--- src/incr_exec_pkg.sv ---
package incr_exec_pkg;

  localparam int InstrWidth = 14;
  localparam int DataWidth = 8;
  localparam int AddrWidth = 7;

  // Opcode fields of the 14-bit instruction word.
  localparam logic [5:0] OpIncSkip = 6'h0f;
  localparam logic [5:0] OpIncFile = 6'h0a;
  localparam logic [5:0] OpOrLitHi = 6'h38;
  localparam int OpMsb = 13;
  localparam int OpLsb = 8;
  localparam int DestBit = 7;
  localparam int AddrMsb = 6;
  localparam int LitMsb = 7;

  // Reset values.
  localparam logic [7:0] AccReset = 8'h00;
  localparam logic ZeroReset = 1'b0;

  typedef enum logic [1:0] {
    StExec = 2'b01,
    StSkip = 2'b10
  } exec_state_t;

endpackage : incr_exec_pkg

--- src/incr_alu.sv ---
`timescale 1ns/1ps
`default_nettype none
// Registered incrementer: result and its zero indication one cycle later.
module incr_alu
  import incr_exec_pkg::*;
(
  // Clock and reset.
  input wire logic clk,
  input wire logic arst_n,
  // Operand and result.
  input wire logic [DataWidth-1:0] operand,
  output logic [DataWidth-1:0] sum,
  output logic sumZero
);

  typedef struct packed {
    logic [DataWidth-1:0] sum;
    logic zero;
  } alu_state_t;

  alu_state_t st_r;
  alu_state_t st_nxt;

  always_comb begin
    st_nxt.sum = operand + 8'h01;
    st_nxt.zero = (st_nxt.sum == 8'h00);
  end

  always_ff @(posedge clk or negedge arst_n) begin
    if (!arst_n) begin
      st_r <= '0;
    end else begin
      st_r <= st_nxt;
    end
  end

  assign sum = st_r.sum;
  assign sumZero = st_r.zero;

endmodule // incr_alu
`default_nettype wire

--- src/incr_skip_exec.sv ---
`timescale 1ns/1ps
`default_nettype none
// How it works
// - Increment-skip: add one, keep status flags
// - Destination bit 0 sends result to accumulator
// - Destination bit 1 writes result to file
// - Increment-skip zero result discards next instruction, two cycles
// - Plain increment updates zero flag, one cycle
// - OR literal into accumulator, update zero
module incr_skip_exec
  import incr_exec_pkg::*;
(
  // Clock and reset.
  input wire logic clk,
  input wire logic arst_n,
  // Instruction issue; fileData is the addressed file register contents.
  input wire logic instrValid,
  input wire logic [InstrWidth-1:0] instr,
  input wire logic [DataWidth-1:0] fileData,
  // File register write-back.
  output logic fileWrEn,
  output logic [AddrWidth-1:0] fileWrAddr,
  output logic [DataWidth-1:0] fileWrData,
  // Core state.
  output logic [DataWidth-1:0] acc,
  output logic zeroFlag,
  output logic skipNext,
  output logic done
);

  // The core state. The state machine has two one-hot states: the execute
  // state takes one instruction a cycle, and the skip state spends the cycle
  // of the discarded word. fileWrEn, skipNext and done are one-cycle pulses;
  // the accumulator, the zero flag and the write address hold until changed.
  typedef struct packed {
    exec_state_t fsm;
    logic [DataWidth-1:0] acc;
    logic zero;
    logic wrEn;
    logic [AddrWidth-1:0] wrAddr;
    logic skip;
    logic done;
  } core_state_t;

  // Fields of the offered instruction word, split out once so that every
  // later branch reads the same decode.
  typedef struct packed {
    logic incSkip;
    logic incFile;
    logic orLit;
    logic toFile;
    logic [AddrWidth-1:0] addr;
    logic [DataWidth-1:0] lit;
  } decode_t;

  core_state_t st_r;
  core_state_t st_nxt;
  decode_t dec;
  logic [5:0] opcode;
  logic isInc;

  // Same-cycle arithmetic on the offered operands, and the helper's registered sum.
  logic [DataWidth-1:0] incSum;
  logic incZero;
  logic [DataWidth-1:0] orSum;
  logic orZero;
  logic [DataWidth-1:0] aluSum;

  // Routed results of the offered instruction.
  logic [DataWidth-1:0] accRoute;
  logic zeroRoute;
  logic wrRoute;
  logic skipRoute;
  logic doneRoute;

  // The helper registers fileData plus one on every edge. On the edge after
  // an increment is taken its register holds exactly the value to write
  // back, so the file write data comes straight from it. The skip and the
  // zero flag must be decided in the taking cycle, which is why the core
  // keeps a combinational copy of the same addition. The helper's zero
  // indication comes a cycle too late for either and is left unused.
  incr_alu u_alu (
    .clk(clk),
    .arst_n(arst_n),
    .operand(fileData),
    .sum(aluSum),
    .sumZero()
  );

  assign opcode = instr[OpMsb:OpLsb];

  // Only the three opcodes of this unit are recognised; any other word
  // belongs to another unit and leaves every flag here low.
  always_comb begin
    dec = '0;
    dec.toFile = instr[DestBit];
    dec.addr = instr[AddrMsb:0];
    dec.lit = instr[LitMsb:0];
    case (opcode)
      OpIncSkip: begin
        dec.incSkip = 1'b1;
      end
      OpIncFile: begin
        dec.incFile = 1'b1;
      end
      OpOrLitHi: begin
        dec.orLit = 1'b1;
      end
      default: begin
        // Another unit's opcode: nothing to do here.
        dec.orLit = 1'b0;
      end
    endcase
  end

  assign isInc = dec.incSkip || dec.incFile;

  // The sum is kept to eight bits, so 8'hff steps to 8'h00 and counts as a
  // zero result for both the skip and the zero flag.
  assign incSum = fileData + 8'h01;
  assign incZero = (incSum == 8'h00);
  assign orSum = st_r.acc | dec.lit;
  assign orZero = (orSum == 8'h00);

  // Where the result of the offered instruction goes, worked out apart from
  // the sequencing; the state machine below only decides whether it lands.
  // The accumulator and zero flag hold unless this unit writes them.
  always_comb begin
    accRoute = st_r.acc;
    zeroRoute = st_r.zero;
    wrRoute = 1'b0;
    skipRoute = 1'b0;
    doneRoute = 1'b0;
    if (isInc) begin
      if (dec.toFile) begin
        wrRoute = 1'b1;
      end else begin
        accRoute = incSum;
      end
      if (dec.incFile) begin
        zeroRoute = incZero;
        doneRoute = 1'b1;
      end else if (incZero) begin
        // Completion is reported one cycle later, after the discard.
        skipRoute = 1'b1;
      end else begin
        // The skipping form leaves the status flags alone.
        doneRoute = 1'b1;
      end
    end else if (dec.orLit) begin
      accRoute = orSum;
      zeroRoute = orZero;
      doneRoute = 1'b1;
    end
  end

  // The pulses fall back to zero unless this cycle raises them again. An
  // instruction offered during the skip cycle is the already-fetched word
  // that is discarded, so it is not looked at.
  always_comb begin
    st_nxt = st_r;
    st_nxt.wrEn = 1'b0;
    st_nxt.skip = 1'b0;
    st_nxt.done = 1'b0;
    case (st_r.fsm)
      StExec: begin
        if (instrValid) begin
          // The address is latched for every accepted word, so fileWrAddr
          // shows the last decoded address even when nothing is written.
          st_nxt.wrAddr = dec.addr;
          st_nxt.acc = accRoute;
          st_nxt.zero = zeroRoute;
          st_nxt.wrEn = wrRoute;
          st_nxt.skip = skipRoute;
          st_nxt.done = doneRoute;
          if (skipRoute) begin
            st_nxt.fsm = StSkip;
          end
        end
      end
      StSkip: begin
        // The discarded word executes as a no-operation.
        st_nxt.fsm = StExec;
        st_nxt.done = 1'b1;
      end
      default: begin
        // An illegal state code returns to execute rather than hanging.
        st_nxt.fsm = StExec;
      end
    endcase
  end

  // Reset clears the accumulator, the zero flag and every pulse, and parks
  // the state machine ready to take an instruction on the first edge.
  always_ff @(posedge clk or negedge arst_n) begin
    if (!arst_n) begin
      st_r.fsm <= StExec;
      st_r.acc <= AccReset;
      st_r.zero <= ZeroReset;
      st_r.wrEn <= 1'b0;
      st_r.wrAddr <= '0;
      st_r.skip <= 1'b0;
      st_r.done <= 1'b0;
    end else begin
      st_r <= st_nxt;
    end
  end

  // Every output comes straight from a register: results appear on the edge
  // that takes the word, and done of a skipping increment one edge later
  // still, after the dead cycle.
  assign fileWrEn = st_r.wrEn;
  assign fileWrAddr = st_r.wrAddr;
  assign fileWrData = aluSum;
  assign acc = st_r.acc;
  assign zeroFlag = st_r.zero;
  assign skipNext = st_r.skip;
  assign done = st_r.done;

endmodule // incr_skip_exec
`default_nettype wire

--- config.mk ---
export PLATFORM = sky130hd
export DESIGN_NAME = incr_skip_exec
export DESIGN_NICKNAME = d
export VERILOG_FILES = /design/src/incr_exec_pkg.sv /design/src/incr_alu.sv /design/src/incr_skip_exec.sv
export SDC_FILE = /design/constraint.sdc
export NUM_CORES = 1
export LEC_CHECK = 0
export ABC_CLOCK_PERIOD_IN_PS = 4250
export BUFFER_PORTS_ARGS = -buffer_cell sky130_fd_sc_hd__clkbuf_2
export CORE_MARGIN = 2
export CORE_UTILIZATION = 40
export CTS_CLUSTER_SIZE = 24
export DETAILED_ROUTE_END_ITERATION = 8
export PLACE_DENSITY = 0.65
export REMOVE_ABC_BUFFERS = 1
export SLEW_MARGIN = 0
export SYNTH_ARGS = -nofsm -noshare
export SYNTH_HDL_FRONTEND = slang
export SYNTH_SLANG_ARGS = --single-unit
--- constraint.sdc ---
create_clock -name clk -period 4.25 [get_ports clk]
set_input_delay 0.85 -clock clk [delete_from_list [all_inputs] [get_ports clk]]
set_output_delay 0.85 -clock clk [all_outputs]
set_load 0.01 [all_outputs]
== Word level (Yosys, flattened, before mapping) ==
Cells that the tools add are included.
W data, S select, Z words.

* Add/sub/neg operators: 1
* Equality and inequality tests: 9
* Multiplexer cells: 23
* Bitwise operators: 1
* Reduce and logical (&&, ||, !) cells: 8

{| class="wikitable"
|+ Operator list
! kind !! number
|-
| $mux W8 || 3
|-
| $mux W21 || 1
|-
| $logic_not A8 Y1 || 2
|-
| $mux W1 || 15
|-
| $eq A6 B4 Y1 const B || 2
|-
| $mux W9 || 1
|-
| $add A8 B1 Y8 const B || 1
|-
| $ne A2 B2 Y1 const B || 4
|-
| $or A8 B8 Y8 || 1
|-
| $reduce_and A4 Y1 || 2
|-
| $eq A6 B6 Y1 const B || 1
|-
| $mux W2 || 2
|-
| $reduce_and A2 Y1 || 2
|-
| $eq A2 B1 Y1 const B || 1
|-
| $eq A2 B2 Y1 const B || 1
|-
| $pmux W1 S2 || 1
|-
| $reduce_bool A2 Y1 || 1
|-
| $logic_or A1 B1 Y1 || 1
|}

* Register bits after elaboration: 29
* Output and inout bits: 27

== Longest topological paths before layout ==
* Word-level depth: 8
* Gate-level depth with buffers: 7

== Cells and area by module ==
A second synthesis with hierarchy kept.

* Cell total of the unflattened synthesis: 155
* Area, all modules: 1652.8 µm²

{| class="wikitable"
|+ Modules (own cells, without submodules)
! module !! instances !! cells an instance !! area each (µm²)
|-
| incr_skip_exec || 1 || 126 || 1275.0
|-
| incr_alu || 1 || 29 || 377.9
|}

== Least setup slack after synthesis ==
OpenSTA, ideal clock, no wires.

* Kind: in2reg
* From: input fileData[1]
* To: register st_r[19] in the netlist's numbering
* Data arrival time: 2.223 ns
* Data required time: 4.169 ns
* Slack: 1.946 ns
* Cell stages on the path: 5
* Buffers on the path: 0
* Path through: nand3_2 -> or4_1 -> a211o_1 -> or3_4 -> a2bb2oi_1

* Longest elaborated chain between the ends: 7

{| class="wikitable"
|+ RTL lines
! element !! RTL line !! text
|-
| start: declaration || incr_skip_exec.sv:19 || <nowiki>input wire logic [DataWidth-1:0] fileData,</nowiki>
|-
| $add A8 B1 Y8 || incr_skip_exec.sv:120 || <nowiki>assign incSum = fileData + 8'h01;</nowiki>
|-
| $logic_not A8 Y1 || -- ||
|-
| $mux W1 || incr_skip_exec.sv:143 || <nowiki>end else if (incZero) begin</nowiki>
|-
| $mux W1 || incr_skip_exec.sv:140 || <nowiki>if (dec.incFile) begin</nowiki>
|-
| $mux W1 || incr_skip_exec.sv:134 || <nowiki>if (isInc) begin</nowiki>
|-
| $ne A2 B2 Y1 (no source line) || -- ||
|-
| $reduce_and A2 Y1 (no source line) || -- ||
|-
| end signal: assignment || incr_skip_exec.sv:205 || <nowiki>st_r <= st_nxt;</nowiki>
|-
| end: declaration || incr_skip_exec.sv:56 || <nowiki>core_state_t st_r;</nowiki>
|}

Every way passes these cells.
A chain may end at the register's enable or synchronous reset.

== Worst setup path after layout ==
* From: input instr[13]
* To: register st_r, in the netlist zeroFlag

* Longest elaborated chain between the ends: 5
* Elaborated cells between the ends (all ways): 11

{| class="wikitable"
|+ RTL lines
! element !! RTL line !! text
|-
| start: declaration || incr_skip_exec.sv:18 || <nowiki>input wire logic [InstrWidth-1:0] instr,</nowiki>
|-
| $eq A6 B4 Y1 || incr_skip_exec.sv:99 || <nowiki>case (opcode)</nowiki>
|-
| $mux W1 || incr_skip_exec.sv:99 ||
|-
| $logic_or A1 B1 Y1 || incr_skip_exec.sv:116 || <nowiki>assign isInc = dec.incSkip || dec.incFile;</nowiki>
|-
| $ne A2 B2 Y1 (no source line) or $reduce_bool A2 Y1 (tied branches) || -- ||
|-
| $reduce_and A4 Y1 (no source line) || -- ||
|}

Parallel ways exist; a longest one is shown, timed or not.

==> results.txt <==
For this run, the total global-route usage over all layers was measured as 18.1%. Headroom to the max-slew limit came out at 26.1%. Setup repair after global routing left no endpoint under its margin. After layout, the worst path uses 62.6% of the clock period. The number of global-route vias before repair came out at 1277. At the worst endpoint, the required time is 4.42 ns.

The height of the chip works out to 67.1 um. The mean cell area of the mapped netlist is 9.90 um^2. The final-report max-slew violation count was 0. The count of nets left with antenna violations once routing finished came out at 0.

Deepest level of the CTS H-tree: 2. TritonCTS created 5 clock buffers. The largest net degree at the start of global routing is 30, and the remaining global-route overflow is 0.

Cell type with the largest total area after synthesis: sky130_fd_sc_hd__dfrtp_1. The leakage power of the design came out at 0.884 nW. Summing every instance area after synthesis gives 1590 um^2. After the last flow step, the layout net total stands at 228. By area the synthesized netlist is led by sky130_fd_sc_hd__dfrtp_1, sky130_fd_sc_hd__buf_4, sky130_fd_sc_hd__mux2_2. The number of buffers added on ports came out at 51.

For this design, the slowest cell found on the critical path is sky130_fd_sc_hd__nor2b_1. STA puts the critical path data arrival time at 2.83 ns. Horizontal die dimension: 67.1 um.

The run gives 727 um^2 as the area taken by flip-flops and latches. The cell count of the worst reg-to-reg path was 4. For this design, the CTS-stage hold fixing added 0 buffers. For the deepest clock path buffer count, the log shows 2. In the layout the commonest cells are sky130_fd_sc_hd__clkbuf_2, sky130_fd_sc_hd__dfrtp_1, sky130_fd_sc_hd__nor2_1. The library cell used most frequently in the layout, excluding fill and tap cells, is sky130_fd_sc_hd__clkbuf_2. The first global-routing pass estimated 5.82 mm of wire. The core region is 3740 um^2. The worst hold path terminates at fileWrAddr[0]$_DFFE_PN0P_. The signal on the critical path passes through clkbuf_2, nor4bb_1, nor2b_1, or3_1, o31ai_1, mux2_2.

The average via count per standard cell works out to 5.30. STA classifies the critical path endpoint as a register. Summed over all nets, the half-perimeter wirelength after detailed placement is 2.79 mm.

For this run, the slowest stage of the critical path takes 0.92 ns. The post-cts sizing count came out at 0. The post-route netlist has 37.2% of its cells at a drive strength greater than 1. The run finished with clean final reports. Total of max-cap violations: 0.

The share of synthesized area in the top cell type comes to 44.0%. The total count of hold-check failures in the final report was 0; the multi-input logic area was 704 um^2. The worst min-delay path category is reg -> reg. The run gives 2.52 ns as the register-to-register path setup slack. For the worst-skew pair, the clock arrives at the later sink with an insertion delay of 0.28 ns. Between clock sinks in the finished design, the worst skew comes to 0.00353 ns. The setup slack after placement was 1.32 ns. Summed over all failing endpoints, the final setup total negative slack is 0 ns. The tools report the top achievable clock speed as 0.376 GHz. Initial antenna violation count: 0. The logs give 22 for the site row count and 373 for the number of fillers in the final layout. Distinct cell type count after synthesis: 36.

The cell depth of the worst hold path was 1. TritonCTS built the clock tree. The remaining design rule violation count came out at 0. STA classifies the critical path startpoint as a primary input. The endpoint identified for the worst register-to-register timing path is zeroFlag$_DFFE_PN0P_. For the number of placed I/O pins, the log shows 52. The run gives 0 as the number of synthesis warnings. For the maximum resistive drop on vdd, the log shows 209 uV. The run gives 0 as the antenna diode count. For the pin with the worst max-slew slack, the measured transition is 1.11 ns. The clock input transition at the sequential cells of the worst setup and hold paths was 0.06 ns; the buffer count from post-CTS setup fixing was 0. The root buffer selected by CTS was sky130_fd_sc_hd__clkbuf_8. Total routed wirelength: 3.66 mm. In the final routed layout, each cell accounts on average for 14.8 um. The effective utilization at floorplan is 42.6%, and the area overhead of the layout relative to synthesis is 16.9%. The setup path with the least slack is of type in -> reg. The flip-flop and latch count after synthesis is 29. The count of endpoints failing setup in the final report is 0, and the count of clock tree sinks is 29. Routability-driven placement finished with a final weighted congestion of 0.797. The run gives 1310 as the vias after detailed routing. The cell count after synthesis came out at 161. Of all nets on the critical path, the largest fanout is 18.

The first routing iteration left 58 violations. The share of the Yosys chip area taken by registers is 45.6%. For this design the ratio of total power to cell area is 381 nW/um^2. The worst flop-to-flop path startpoint was st_r[19]$_DFFE_PN1P_. The die covers 4510 um^2. The tools report the hold path startpoint as fileWrAddr[0]$_DFFE_PN0P_. The final critical-path setup slack is 1.59 ns. The post-layout minimum cycle time came out at 2.66 ns.

The number of iterations in the first detailed-routing pass was 4.
-- power by group --
group          switching [mW]  leakage, nW  total [mW]  internal (mW)
combinational          0.0786        0.483       0.145         0.0665
sequential             0.0287        0.356       0.338          0.309
clock                  0.0988       0.0443       0.227          0.128
-- worst max-delay path by stage --
stage,start,to,cells past startpoint
after floorplan,instr[13],zeroFlag$_DFFE_PN0P_,5
after global placement,instr[13],zeroFlag$_DFFE_PN0P_,6
after detailed placement,instr[13],zeroFlag$_DFFE_PN0P_,6
after CTS,instr[13],zeroFlag$_DFFE_PN0P_,6
after global routing,instr[13],zeroFlag$_DFFE_PN0P_,6
final,instr[13],zeroFlag$_DFFE_PN0P_,6
-- metrics by stage --
stage          power, mW  hold slack [ns]  utilization [%]  std cells  cell area [um^2]
6_report           0.710            0.505             49.8        247              1860
5_1_grt            0.751            0.511             49.8        247              1860
4_1_cts            0.715            0.506             49.8        247              1860
3_5_place_dp       0.488            0.493             47.5        240              1780
3_3_place_gp       0.483            0.478             47.5        240              1780
2_1_floorplan      0.411            0.469                -        141              1460
-- layout make-up --
cell class              count  area share, %
flip-flops and latches     29           39.0
multi-input cells         104           37.8
repair buffers             51           13.7
clock buffers               7           4.63
well taps                  48           3.22
inverters                   8           1.61
-- cell usage after synthesis --
cell and n:
sky130_fd_sc_hd__nor2b_1 1, sky130_fd_sc_hd__clkbuf_1 4, sky130_fd_sc_hd__a2bb2oi_1 5, sky130_fd_sc_hd__or3_4 1, sky130_fd_sc_hd__nand3_1 2, sky130_fd_sc_hd__inv_1 8, sky130_fd_sc_hd__nand3b_1 1, sky130_fd_sc_hd__buf_2 1
sky130_fd_sc_hd__a21oi_1 8, sky130_fd_sc_hd__nand4_1 3, sky130_fd_sc_hd__nand2b_1 2, sky130_fd_sc_hd__a211oi_1 1, sky130_fd_sc_hd__or3_1 2, sky130_fd_sc_hd__nand3_2 1, sky130_fd_sc_hd__xor2_1 5, sky130_fd_sc_hd__nand2_1 8
sky130_fd_sc_hd__or4_1 1, sky130_fd_sc_hd__a211o_1 1, sky130_fd_sc_hd__o31ai_1 4, sky130_fd_sc_hd__nor4_1 5, sky130_fd_sc_hd__dfstp_2 1, sky130_fd_sc_hd__ha_1 4, sky130_fd_sc_hd__nor3_1 5, sky130_fd_sc_hd__nor4bb_1 1
sky130_fd_sc_hd__or2_2 4, sky130_fd_sc_hd__and4_1 1, sky130_fd_sc_hd__o22ai_1 2, sky130_fd_sc_hd__dfrtp_1 28, sky130_fd_sc_hd__o21ai_0 1, sky130_fd_sc_hd__buf_4 15, sky130_fd_sc_hd__mux2_2 8, sky130_fd_sc_hd__o2bb2ai_1 4
sky130_fd_sc_hd__o21ai_2 1, sky130_fd_sc_hd__xnor2_1 3, sky130_fd_sc_hd__nor2_1 18, sky130_fd_sc_hd__or3b_2 1
-- state kept, by name, summed over array words and instances (netlist names) --
register	count
zeroFlag	1
fileWrAddr	7
fileWrEn	1
st_r	2
acc	8
u_alu.sum	8
skipNext	1
done	1
-- logic make-up (layout without fill, tap and decap cells) --
| family | after synthesis | count (layout) | share of synthesized area, % |
|---|---|---|---|
| AOI/OAI and AO/OA | 27 | 27 | 12.0 |
| xor gates and xnor gates | 8 | 8 | 4.40 |
| muxes | 8 | 8 | 5.65 |
| buffers and inverters | 28 | 66 | 10.2 |
| and+or+nand+nor | 57 | 57 | 19.0 |
| adders and majority gates | 4 | 4 | 3.14 |
| DFF | 29 | 29 | 45.6 |
-- routing by layer --
metal / track usage, % / up-vias / share of wire, %
met1: 22.2 / 629 / 45
met5: 0 / - / 0
li1: - / 628 / -
met3: 5.41 / 7 / 6.7
met2: 30.0 / 46 / 47
met4: 6.89 / 0 / 1.7
-- critical path, delay by kind of cell --
family,cells,cell delay [ns]
AO/OA/AOI/OAI,1,0.07
buffers and inverters,1,0.09
multiplexers,1,0.27
AND/OR/NAND/NOR,3,1.53
No activity file was read; power rests on OpenSTA's default activity.
